<file path="src/verilog/lfsrc_map.svh">
// Register offsets, field positions, reset values and step counts.
`ifndef LFSRC_MAP_SVH
`define LFSRC_MAP_SVH
`define LFSRC_ADDR_CTL1      8'hB4
`define LFSRC_ADDR_LOW       8'hBC
`define LFSRC_ADDR_HIGH      8'hBD
`define LFSRC_MODE_MSB       3
`define LFSRC_MODE_LSB       2
`define LFSRC_MODE_NORMAL    2'h0
`define LFSRC_MODE_ONCE      2'h1
`define LFSRC_MODE_RSVD      2'h2
`define LFSRC_MODE_STOP      2'h3
`define LFSRC_RST_LFSR       16'hFFFF
`define LFSRC_RST_MODE       2'h0
`define LFSRC_RST_CTL_HI     3'h3
`define LFSRC_RST_CTL_LO     2'h3
`define LFSRC_RST_RDATA      8'h00
`define LFSRC_RST_RBYTE      8'hFF
`define LFSRC_POLY           16'h8005
`define LFSRC_FIX_A          16'h0000
`define LFSRC_FIX_B          16'h8003
`define LFSRC_RAND_SHIFTS    13
`define LFSRC_CRC_SHIFTS     8
`define LFSRC_FIFO_DEPTH     16
`define LFSRC_FIFO_WIDTH     8
`endif

</file>
<file path="src/verilog/lfsrc_pkg.sv">
// Shared types of the random and CRC unit.
package lfsrc_pkg;
  typedef logic [7:0]  lfsrc_byte_t;
  typedef logic [15:0] lfsrc_word_t;
  typedef struct packed {
    lfsrc_word_t lfsr;
    logic [1:0]  mode;
    logic [2:0]  ctl_hi;
    logic [1:0]  ctl_lo;
    lfsrc_byte_t rdata;
    lfsrc_byte_t rbyte;
  } lfsrc_state_t;
endpackage

</file>
<file path="src/verilog/lfsrc_stream_if.sv">
// Valid/ready byte stream between the unit's own modules.
`timescale 1ns/1ns
interface lfsrc_stream_if #(parameter int WIDTH = 8);
  logic             valid;
  logic             ready;
  logic [WIDTH-1:0] data;
  modport src (output valid, output data, input ready);
  modport snk (input valid, input data, output ready);
endinterface

</file>
<file path="src/verilog/lfsrc_fifo.sv">
// Parameterised flip-flop FIFO with valid and ready on both sides.
`timescale 1ns/1ns
module lfsrc_fifo #(
  parameter int WIDTH = 8,
  parameter int DEPTH = 16
) (
  input  wire logic   clk_i,
  input  wire logic   rst_n_i,
  lfsrc_stream_if.snk wr,
  lfsrc_stream_if.src rd
);
  localparam int AW = $clog2(DEPTH);
  localparam logic [AW:0] FULL = DEPTH[AW:0];

  typedef struct packed {
    logic [DEPTH-1:0][WIDTH-1:0] mem;
    logic [AW-1:0]               wp;
    logic [AW-1:0]               rp;
    logic [AW:0]                 cnt;
    logic                        rdy;
  } lfsrc_fifo_st_t;

  lfsrc_fifo_st_t st_reg;
  lfsrc_fifo_st_t st_next;
  logic           push;
  logic           pop;

  // Ready is a flop so that the source sees a clean level.
  assign wr.ready = st_reg.rdy;
  assign rd.valid = (st_reg.cnt != '0);
  assign rd.data  = st_reg.mem[st_reg.rp];

  always_comb begin
    st_next = st_reg;
    push    = wr.valid && st_reg.rdy;
    pop     = rd.valid && rd.ready;
    if (push) begin
      st_next.mem[st_reg.wp] = wr.data;
      st_next.wp = st_reg.wp + 1'b1;
    end
    if (pop) begin
      st_next.rp = st_reg.rp + 1'b1;
    end
    if (push && !pop) begin
      st_next.cnt = st_reg.cnt + 1'b1;
    end else if (pop && !push) begin
      st_next.cnt = st_reg.cnt - 1'b1;
    end
    st_next.rdy = (st_next.cnt != FULL);
  end

  always_ff @(posedge clk_i) begin
    if (!rst_n_i) begin
      st_reg     <= '0;
      st_reg.rdy <= 1'b1;
    end else begin
      st_reg <= st_next;
    end
  end
endmodule

</file>
<file path="src/verilog/lfsrc_top.sv">
// Random byte generator and CRC16 engine behind three byte registers.
`timescale 1ns/1ns
`include "lfsrc_map.svh"
module lfsrc_top (
  input  wire logic                   core_clk_i,
  input  wire logic                   rst_n_i,
  input  wire logic                   sfr_wr_i,
  input  wire logic                   sfr_rd_i,
  input  wire lfsrc_pkg::lfsrc_byte_t sfr_addr_i,
  input  wire lfsrc_pkg::lfsrc_byte_t sfr_wdata_i,
  output lfsrc_pkg::lfsrc_byte_t      sfr_rdata_o,
  input  wire logic                   csp_rand_rd_i,
  output lfsrc_pkg::lfsrc_byte_t      csp_rand_byte_o,
  output logic                        crc_in_ready_o
);
  import lfsrc_pkg::*;

  lfsrc_state_t st_reg;
  lfsrc_state_t st_next;
  lfsrc_word_t  rand_nxt;
  lfsrc_word_t  crc_nxt;
  logic         wr_low;
  logic         wr_high;
  logic         wr_ctl;
  logic         crc_go;
  logic         adv_req;
  logic         adv_go;

  lfsrc_stream_if #(.WIDTH(`LFSRC_FIFO_WIDTH)) crc_in ();
  lfsrc_stream_if #(.WIDTH(`LFSRC_FIFO_WIDTH)) crc_out ();

  assign wr_low  = sfr_wr_i && (sfr_addr_i == `LFSRC_ADDR_LOW);
  assign wr_high = sfr_wr_i && (sfr_addr_i == `LFSRC_ADDR_HIGH);
  assign wr_ctl  = sfr_wr_i && (sfr_addr_i == `LFSRC_ADDR_CTL1);

  // High-byte writes queue here; the CRC stage drains one per cycle.
  assign crc_in.valid = wr_high;
  assign crc_in.data  = sfr_wdata_i;
  assign crc_in_ready_o = crc_in.ready;

  // A seed write in the same cycle holds the queued byte back.
  assign crc_out.ready = !wr_low;
  assign crc_go = crc_out.valid && !wr_low;

  lfsrc_fifo #(
    .WIDTH (`LFSRC_FIFO_WIDTH),
    .DEPTH (`LFSRC_FIFO_DEPTH)
  ) u_fifo (
    .clk_i   (core_clk_i),
    .rst_n_i (rst_n_i),
    .wr      (crc_in),
    .rd      (crc_out)
  );

  lfsrc_unroll u_unroll (
    .state_i (st_reg.lfsr),
    .byte_i  (crc_out.data),
    .rand_o  (rand_nxt),
    .crc_o   (crc_nxt)
  );

  // Advance requests: strobe read in normal mode, or one-shot mode.
  always_comb begin
    adv_req = 1'b0;
    case (st_reg.mode)
      `LFSRC_MODE_NORMAL: adv_req = csp_rand_rd_i;
      `LFSRC_MODE_ONCE:   adv_req = 1'b1;
      `LFSRC_MODE_STOP:   adv_req = 1'b0;
      default:            adv_req = 1'b0;
    endcase
  end

  // Any data-path write wins; a dropped strobe advance is lost, while a
  // one-shot request simply waits, since its field stays at 01. A high
  // byte write also holds the advance off, so its CRC starts from the
  // state that software saw when it wrote.
  assign adv_go = adv_req && !wr_low && !wr_high && !crc_go;

  always_comb begin
    st_next = st_reg;
    if (wr_low) begin
      st_next.lfsr = {st_reg.lfsr[7:0], sfr_wdata_i};
    end else if (crc_go) begin
      st_next.lfsr = crc_nxt;
    end else if (adv_go) begin
      st_next.lfsr = rand_nxt;
    end
    if (adv_go && st_reg.mode == `LFSRC_MODE_ONCE) begin
      st_next.mode = `LFSRC_MODE_NORMAL;
    end
    // Software writes win over the hardware clear of the one-shot.
    if (wr_ctl) begin
      st_next.mode = sfr_wdata_i[`LFSRC_MODE_MSB:`LFSRC_MODE_LSB];
      st_next.ctl_hi = sfr_wdata_i[6:4];
      st_next.ctl_lo = sfr_wdata_i[1:0];
    end
    if (sfr_rd_i) begin
      case (sfr_addr_i)
        `LFSRC_ADDR_LOW:  st_next.rdata = st_reg.lfsr[7:0];
        `LFSRC_ADDR_HIGH: st_next.rdata = st_reg.lfsr[15:8];
        `LFSRC_ADDR_CTL1: st_next.rdata = {1'b0, st_reg.ctl_hi,
                                           st_reg.mode, st_reg.ctl_lo};
        default:          st_next.rdata = 8'h00;
      endcase
    end
    st_next.rbyte = st_next.lfsr[7:0];
  end

  always_ff @(posedge core_clk_i) begin
    if (!rst_n_i) begin
      st_reg.lfsr   <= `LFSRC_RST_LFSR;
      st_reg.mode   <= `LFSRC_RST_MODE;
      st_reg.ctl_hi <= `LFSRC_RST_CTL_HI;
      st_reg.ctl_lo <= `LFSRC_RST_CTL_LO;
      st_reg.rdata  <= `LFSRC_RST_RDATA;
      st_reg.rbyte  <= `LFSRC_RST_RBYTE;
    end else begin
      st_reg <= st_next;
    end
  end

  assign sfr_rdata_o     = st_reg.rdata;
  assign csp_rand_byte_o = st_reg.rbyte;

  property p_reset_state;
    @(posedge core_clk_i) disable iff (!rst_n_i)
    !$past(rst_n_i) |-> st_reg.lfsr == `LFSRC_RST_LFSR &&
                        st_reg.mode == `LFSRC_RST_MODE;
  endproperty
  a_reset_state: assert property (p_reset_state)
    else $error("Shift register or mode wrong after reset.");

  property p_seed_shift;
    @(posedge core_clk_i) disable iff (!rst_n_i)
    wr_low |=> st_reg.lfsr == {$past(st_reg.lfsr[7:0]),
                               $past(sfr_wdata_i)};
  endproperty
  a_seed_shift: assert property (p_seed_shift)
    else $error("Low byte write did not shift the seed.");

  property p_seed_twice;
    @(posedge core_clk_i) disable iff (!rst_n_i)
    wr_low ##1 wr_low |=> st_reg.lfsr == {$past(sfr_wdata_i, 2),
                                          $past(sfr_wdata_i)};
  endproperty
  a_seed_twice: assert property (p_seed_twice)
    else $error("Two low writes did not form the full seed.");

  property p_read_low;
    @(posedge core_clk_i) disable iff (!rst_n_i)
    sfr_rd_i && sfr_addr_i == `LFSRC_ADDR_LOW
      |=> sfr_rdata_o == $past(st_reg.lfsr[7:0]);
  endproperty
  a_read_low: assert property (p_read_low)
    else $error("Low read did not return the low shift byte.");

  property p_read_high;
    @(posedge core_clk_i) disable iff (!rst_n_i)
    sfr_rd_i && sfr_addr_i == `LFSRC_ADDR_HIGH
      |=> sfr_rdata_o == $past(st_reg.lfsr[15:8]);
  endproperty
  a_read_high: assert property (p_read_high)
    else $error("High read did not return the high shift byte.");

  property p_strobe_adv;
    @(posedge core_clk_i) disable iff (!rst_n_i)
    st_reg.mode == `LFSRC_MODE_NORMAL && csp_rand_rd_i && !wr_low &&
    !wr_high && !crc_out.valid |=> st_reg.lfsr == $past(rand_nxt);
  endproperty
  a_strobe_adv: assert property (p_strobe_adv)
    else $error("Strobe read did not advance the generator.");

  property p_once_clear;
    @(posedge core_clk_i) disable iff (!rst_n_i)
    st_reg.mode == `LFSRC_MODE_ONCE && !wr_low && !crc_out.valid &&
    !wr_ctl && !wr_high |=> st_reg.mode == `LFSRC_MODE_NORMAL &&
                st_reg.lfsr == $past(rand_nxt);
  endproperty
  a_once_clear: assert property (p_once_clear)
    else $error("One-shot advance did not run and clear.");

  property p_stopped;
    @(posedge core_clk_i) disable iff (!rst_n_i)
    st_reg.mode == `LFSRC_MODE_STOP && !wr_low && !crc_out.valid
      |=> st_reg.lfsr == $past(st_reg.lfsr);
  endproperty
  a_stopped: assert property (p_stopped)
    else $error("Stopped generator changed state.");

  property p_fixed;
    @(posedge core_clk_i) disable iff (!rst_n_i)
    (st_reg.lfsr == `LFSRC_FIX_A || st_reg.lfsr == `LFSRC_FIX_B) &&
    !wr_low && !crc_out.valid |=> $stable(st_reg.lfsr);
  endproperty
  a_fixed: assert property (p_fixed)
    else $error("A fixed-point seed moved on advancing.");

  property p_rand_byte;
    @(posedge core_clk_i) disable iff (!rst_n_i)
    csp_rand_byte_o == st_reg.lfsr[7:0];
  endproperty
  a_rand_byte: assert property (p_rand_byte)
    else $error("Strobe byte differs from the low shift byte.");

  property p_crc_drain;
    @(posedge core_clk_i) disable iff (!rst_n_i)
    crc_out.valid && !wr_low |=> st_reg.lfsr == $past(crc_nxt);
  endproperty
  a_crc_drain: assert property (p_crc_drain)
    else $error("Queued CRC byte was not processed.");

  property p_write_wins;
    @(posedge core_clk_i) disable iff (!rst_n_i)
    wr_low && adv_req |=> st_reg.lfsr[7:0] == $past(sfr_wdata_i);
  endproperty
  a_write_wins: assert property (p_write_wins)
    else $error("Advance overrode a register write.");

  property p_high_no_adv;
    @(posedge core_clk_i) disable iff (!rst_n_i)
    wr_high && !crc_out.valid |=> $stable(st_reg.lfsr);
  endproperty
  a_high_no_adv: assert property (p_high_no_adv)
    else $error("Advance ran in the cycle of a high byte write.");

  property p_rdata_hold;
    @(posedge core_clk_i) disable iff (!rst_n_i)
    !sfr_rd_i |=> $stable(sfr_rdata_o);
  endproperty
  a_rdata_hold: assert property (p_rdata_hold)
    else $error("Read data changed without a read.");

  property p_ctl_read;
    @(posedge core_clk_i) disable iff (!rst_n_i)
    sfr_rd_i && sfr_addr_i == `LFSRC_ADDR_CTL1
      |=> sfr_rdata_o[`LFSRC_MODE_MSB:`LFSRC_MODE_LSB] == $past(st_reg.mode);
  endproperty
  a_ctl_read: assert property (p_ctl_read)
    else $error("Control read did not show the mode field.");

  property p_ctl_write;
    @(posedge core_clk_i) disable iff (!rst_n_i)
    wr_ctl |=> st_reg.mode ==
      $past(sfr_wdata_i[`LFSRC_MODE_MSB:`LFSRC_MODE_LSB]);
  endproperty
  a_ctl_write: assert property (p_ctl_write)
    else $error("Control write did not store the mode field.");

  property p_reserved;
    @(posedge core_clk_i) disable iff (!rst_n_i)
    st_reg.mode == `LFSRC_MODE_RSVD && !wr_low && !crc_out.valid
      |=> $stable(st_reg.lfsr);
  endproperty
  a_reserved: assert property (p_reserved)
    else $error("Reserved mode advanced the generator.");

  property p_crc_ready;
    @(posedge core_clk_i) disable iff (!rst_n_i)
    crc_in_ready_o;
  endproperty
  a_crc_ready: assert property (p_crc_ready)
    else $error("CRC byte queue refused a high byte write.");

  property p_strobe_byte;
    @(posedge core_clk_i) disable iff (!rst_n_i)
    st_reg.mode == `LFSRC_MODE_NORMAL && csp_rand_rd_i && !wr_low &&
    !wr_high && !crc_out.valid |=> csp_rand_byte_o == $past(rand_nxt[7:0]);
  endproperty
  a_strobe_byte: assert property (p_strobe_byte)
    else $error("Strobe byte was not the fresh low byte.");

  property p_once_wait;
    @(posedge core_clk_i) disable iff (!rst_n_i)
    st_reg.mode == `LFSRC_MODE_ONCE && wr_low
      |=> st_reg.mode == `LFSRC_MODE_ONCE;
  endproperty
  a_once_wait: assert property (p_once_wait)
    else $error("One-shot request was lost under a seed write.");

  property p_unmapped_read;
    @(posedge core_clk_i) disable iff (!rst_n_i)
    sfr_rd_i && sfr_addr_i != `LFSRC_ADDR_LOW &&
    sfr_addr_i != `LFSRC_ADDR_HIGH && sfr_addr_i != `LFSRC_ADDR_CTL1
      |=> sfr_rdata_o == 8'h00;
  endproperty
  a_unmapped_read: assert property (p_unmapped_read)
    else $error("Unmapped read did not return zero.");

  c_seed_twice: cover property (@(posedge core_clk_i) disable iff
    (!rst_n_i) wr_low ##1 wr_low);
  c_crc_burst: cover property (@(posedge core_clk_i) disable iff
    (!rst_n_i) wr_high ##1 wr_high ##1 wr_high);
  c_strobe: cover property (@(posedge core_clk_i) disable iff
    (!rst_n_i) adv_go && st_reg.mode == `LFSRC_MODE_NORMAL);
  c_once: cover property (@(posedge core_clk_i) disable iff
    (!rst_n_i) adv_go && st_reg.mode == `LFSRC_MODE_ONCE);
  c_stop_strobe: cover property (@(posedge core_clk_i) disable iff
    (!rst_n_i) st_reg.mode == `LFSRC_MODE_STOP && csp_rand_rd_i);
endmodule

</file>
<file path="src/verilog/lfsrc_unroll.sv">
// Unrolled next-state logic: thirteen free shifts and one CRC byte.
`timescale 1ns/1ns
`include "lfsrc_map.svh"
module lfsrc_unroll (
  input  wire lfsrc_pkg::lfsrc_word_t state_i,
  input  wire lfsrc_pkg::lfsrc_byte_t byte_i,
  output lfsrc_pkg::lfsrc_word_t      rand_o,
  output lfsrc_pkg::lfsrc_word_t      crc_o
);
  import lfsrc_pkg::*;

  // Galois form, so 0x0000 and 0x8003 map onto themselves.
  function automatic lfsrc_word_t step(input lfsrc_word_t s,
                                       input logic b);
    logic fb;
    fb   = s[15] ^ b;
    step = {s[14:0], 1'b0} ^ (fb ? `LFSRC_POLY : 16'h0000);
  endfunction

  always_comb begin
    lfsrc_word_t r;
    lfsrc_word_t c;
    r = state_i;
    c = state_i;
    for (int i = 0; i < `LFSRC_RAND_SHIFTS; i++) begin
      r = step(r, 1'b0);
    end
    for (int i = `LFSRC_CRC_SHIFTS - 1; i >= 0; i--) begin
      c = step(c, byte_i[i]);
    end
    rand_o = r;
    crc_o  = c;
  end
endmodule
</file>
<file path="config.mk">
export PLATFORM = sky130hd
export DESIGN_NAME = lfsrc_top
export DESIGN_NICKNAME = d
export VERILOG_FILES = /design/src/verilog/lfsrc_pkg.sv /design/src/verilog/lfsrc_stream_if.sv /design/src/verilog/lfsrc_fifo.sv /design/src/verilog/lfsrc_top.sv /design/src/verilog/lfsrc_unroll.sv
export VERILOG_INCLUDE_DIRS = /design/src /design/src/verilog
export SDC_FILE = /design/constraint.sdc
export NUM_CORES = 1
export LEC_CHECK = 0
export BUFFER_PORTS_ARGS = -buffer_cell sky130_fd_sc_hd__buf_2
export CORE_ASPECT_RATIO = 0.5
export CORE_MARGIN = 5
export CORE_UTILIZATION = 30
export CTS_CLUSTER_DIAMETER = 30
export CTS_CLUSTER_SIZE = 40
export DETAILED_ROUTE_END_ITERATION = 16
export HOLD_SLACK_MARGIN = 0.05
export SYNTH_ARGS = -nofsm -noshare
export SYNTH_HDL_FRONTEND = slang
export SYNTH_SLANG_ARGS = --single-unit
export TNS_END_PERCENT = 1
</file>
<file path="constraint.sdc">
create_clock -name core_clk_i -period 7.7 [get_ports core_clk_i]
set_clock_uncertainty 0.05 [all_clocks]
set_input_delay 1.925 -clock core_clk_i [delete_from_list [all_inputs] [get_ports core_clk_i]]
set_output_delay 1.925 -clock core_clk_i [all_outputs]
set_load 0.01 [all_outputs]
</file>
# Word-level counts from Yosys, hierarchy flattened
# Cells that the tools add are included.
# totals
elab_cells,122
ram_bits,0
n_memories,0
register_bits,173
out_inout_bits,17
latchBits,0
rom_bits,0
inputBits,21
# op_classes
bitwise_logic,29
n_eq_ne,5
order_cmp,3
multipliers,0
add_sub_neg,4
n_mux,35
n_reduce_logical,20
n_div,0
shifts,0
# ops
op,n
$mux W16,24
$xor A16 B16 Y16,21
$bwmux W128,1
$bmux W8 S4,1
$demux W8 S4,1
$eq A8 B8 Y1 const B,3
$pmux W8 S3,1
$mux W8,2
$logic_and A1 B1 Y1,12
$lt A4 B5 Y1 const B,2
$mux W5,2
$add A4 B1 Y4 const B,2
$xor A1 B1 Y1,8
$mux W7,1
$add A5 B1 Y5 const B,1
$ne A5 B5 Y1 const B,1
$reduce_bool A5 Y1,1
$sub A5 B1 Y5 const B,1
$ge A4 B1 Y1 const B,1
$logic_not A1 Y1,4
$reduce_bool A3 Y1,1
$eq A2 B1 Y1 const B,1
$logic_not A2 Y1,1
$mux W2,1
other kinds (2),2

# Logic depth before layout (Yosys ltp)
# logic_depth
ltp_word,29
ltp_mapped,13
depth_no_buf,10

# Cells and area by module
# A second synthesis with hierarchy kept.
# hier_totals
cells_unflattened,932
hier_area_um2,8977.4
# modules_own_cells
module,cells_per_inst,area_per_inst_um2,instances,seq_area_each_um2
lfsrc_fifo,682,6628.9,1,2842.7
lfsrc_top,200,1865.5,1,620.6
lfsrc_unroll,50,483.0,1,0.0

# Worst setup path after synthesis
# No wires, ideal clock.
# synth_path
path_type,input to register
startpoint,input sfr_addr_i[6]
endpoint,register u_fifo.st_reg[101] (netlist name)
n_path_buf,1
setup_slack_ns,3.473
path_stages,9
setup_time_ns,0.116
arrival_time_ns,4.061
required_ns,7.534
cell_sequence,nand4b_1 nor3b_1 and4_1 and2_1 buf_2 nand2_1 nor2_1 mux2i_1 nor2b_1
# synth_via
elab_chain_len,3
# synth_lines
item,line_no,rtl
from (decl),lfsrc_top.sv:9,"input wire lfsrc_pkg::lfsrc_byte_t sfr_addr_i,"
$eq A8 B8 Y1,-,
$logic_and A1 B1 Y1,lfsrc_top.sv:33,assign wr_high = sfr_wr_i && (sfr_addr_i == `LFSRC_ADDR_HIGH);
$logic_and A1 B1 Y1,lfsrc_fifo.sv:35,push = wr.valid && st_reg.rdy;
to (signal assigned),lfsrc_fifo.sv:57,st_reg <= st_next;
to (decl),lfsrc_fifo.sv:23,lfsrc_fifo_st_t st_reg;
# Every way passes these cells.
# A chain may end at the register's enable or synchronous reset.

# Final worst setup path
# layout_path
startpoint,input sfr_addr_i[6]
endpoint,register u_fifo.st_reg[105] (netlist name)
# Same word-level chain as after synthesis.

==> results.py <==
metrics = {
    "logic_synthesis": {
        "synthCells": 870,
        "synthFlopType": "dfxtp_1",
        "synth_cell_types": 49,
        "yosys_warnings": 0,
        "async_flop_share": 0,
        "synth.ff_latch_count": 173,
        "avgSynthCellArea_um2": 10.1,
        "synth_top_cell_by_area": "dfxtp_1",
        "ys_seq_area_frac": 0.393,
        "synth_top_cell_area_share": 0.393,
        "synth-edff-count": 0,
        "synth.most_common_cell": "dfxtp_1",
        "synth_commonest_cells": "173 x dfxtp_1, 138 x mux2i_1, 124 x nor2b_1, 54 x nand2_1, 44 x clkbuf_1",
        "synthTopCellsByArea": "dfxtp_1 39%, mux2i_1 16%, nor2b_1 8.8%",
        "synth_area_um2": 8810,
        "syn_nets": 898,
    },
    "finish": {
        "stdcell_area_um2": 9730,
        "largest_register_ffs": 141,
        "antenna_cells": 0,
        "fillers": 2931,
        "ff_latch_area_um2": 3460,
        "area_growth_syn_to_layout_pct": 10.4,
        "nets": 882,
        "instances_no_fill": 1258,
        "drive_above_1_share": 0.144,
        "multi_input_area_um2": 4910,
    },
    "worst_hold_path": {
        "worstHoldPathType": "flop to flop",
    },
    "global_routing": {
        "grt_max_degree": 114,
        "grt-ovfl-total": 0,
        "grt_use_total": 0.138,
        "grt_first_pass_wirelength_um": 36300,
        "antenna_found_initial": 1,
        "grt_pass1_vias": 6220,
    },
    "timing": {
        "setup_viol": 0,
        "period_share": 0.651,
        "period_needed_ps": 5010,
        "tightest_slew_ps": 1170,
        "fmax_mhz": 200,
        "fin_hold_ws_ps": 432,
        "max_slew_margin": 0.216,
        "slew_viol_final": 0,
        "finalHoldViolCount": 0,
        "rsz0062_at_grt": "no",
        "setup_ws_ps": 2690,
        "setup_tns_ps": 0,
    },
    "setup_path": {
        "cp-start-kind": "primary input",
        "required_ps": 7980,
        "worst-setup-path-type": "primary input to flop",
        "end_kind": "flop",
        "crit_arrival_ps": 5290,
        "crit_fanout": 13,
    },
    "floorplan": {
        "design.die.area_um2": 33100,
        "core-area_um2": 29000,
        "die_w_um": 252,
        "die_h_um": 131,
        "initial_utilization": 0.304,
        "io_pins": 38,
        "rows": 44,
    },
    "cts": {
        "cts_tree": "yes",
        "post-cts-setup-buffers": 0,
        "holdBufCountCts": 0,
        "clockBufferDepth": 2,
        "cts_buffers": 17,
        "path_clk_slew_ps": 70,
        "clock_sinks": 173,
        "htree_num_levels": 4,
        "ctsResizeCount": 0,
        "root_buffer": "clkbuf_16",
        "worstSkewPairLatency_ps": 430,
    },
    "placed_design": {
        "place_area_um2": 9170,
        "pre_cts_slack_ps": 2210,
        "io_buffers": 37,
        "dp_hpwl_um": 14900,
        "dpl.cell_count": 1226,
        "gp_congestion": 0.847,
    },
    "power": {
        "power_density_nw_per_um2": 305,
        "vdd_drop_max_uv": 166,
        "leakage_uw": 0.00316,
    },
    "drt": {
        "num_vias": 6066,
        "wl_um": 22700,
        "drtPass1Iterations": 7,
        "antenna_left": 0,
        "drc": 0,
        "wl_per_cell_um": 18.1,
        "viasPerCell": 4.82,
        "drt-initial-drc-count": 450,
    },
    "flow_run": {
        "max-cap-violations": 0,
    },
    "run_status": {
        "run_status": "completed",
    },
}
==> critical path, cell delays in order <==
cell      delay, ps
buf_2            90
nand4b_1        160
nor3b_1         500
and4_1          350
and2_1          440
nand2_1         450
nor2_1         1000
mux2i_1         290
nor2b_1          70
==> placed cells by master (no fill, tap or decap), drive strengths merged, types with 20 or more instances in the layout <==
| cell | instances |
|---|---|
| dfxtp | 173 |
| mux2i | 138 |
| nor2b | 124 |
| nand2 | 54 |
| buf | 46 |
| nor2 | 41 |
| mux4 | 29 |
| xnor2 | 25 |
| xor2 | 21 |
| inv | 20 |
==> cells by family (layout without fill, tap and decap cells) <==
group                    after synthesis  in the layout  share of synthesized area
adder cells (fa/ha/maj)                7              7                    0.00994
XOR/XNOR                              50             50                     0.0578
buffers and inverters                 95             92                     0.0501
multiplexers                         182            182                      0.252
AO/OA/AOI/OAI                         94             94                     0.0711
flip-flops                           173            173                      0.393
AND/OR/NAND/NOR                      269            269                      0.166
==> metrics by stage <==
step / power, µW / utilization
floorplan: 1950 / -
CTS: 2980 / 0.336
finish: 2970 / 0.336
global placement: 2130 / 0.317
detailed placement: 2140 / 0.317
global route: 3140 / 0.336
==> cell type report <==
| cell class | instances | area share |
|---|---|---|
| tap | 391 | 0.0503 |
| multi-input combinational | 602 | 0.504 |
| timing repair buffer | 46 | 0.0262 |
| clock inverter | 13 | 0.0134 |
| clock buffer | 19 | 0.0445 |
| sequential | 173 | 0.356 |
| inverter | 14 | 0.00540 |
==> routing by layer <==
layer	GRT usage	vias to the layer above	wire [µm]
li1	-	2968	-
met1	0.189	3000	11100
met2	0.227	85	10800
met3	0.0292	11	681
met4	0.0247	2	140
met5	0	-	8
==> report_power, final <==
part	internal [µW]	switching [µW]
sequential	951	96.8
combinational	516	565
clock	454	385
==> final timing paths <==
check,from,endpoint,slack [ps],cells after the start
worst max-delay path,sfr_addr_i[6],u_fifo.st_reg[105],2690,9
worst min-delay path,u_fifo.st_reg[136],u_fifo.st_reg[136],430,2
worst max register to register,u_fifo.st_reg[7],st_reg[38],4080,9
worst min register to register,u_fifo.st_reg[136],u_fifo.st_reg[136],430,2
Power figures use the tool's default switching activity.
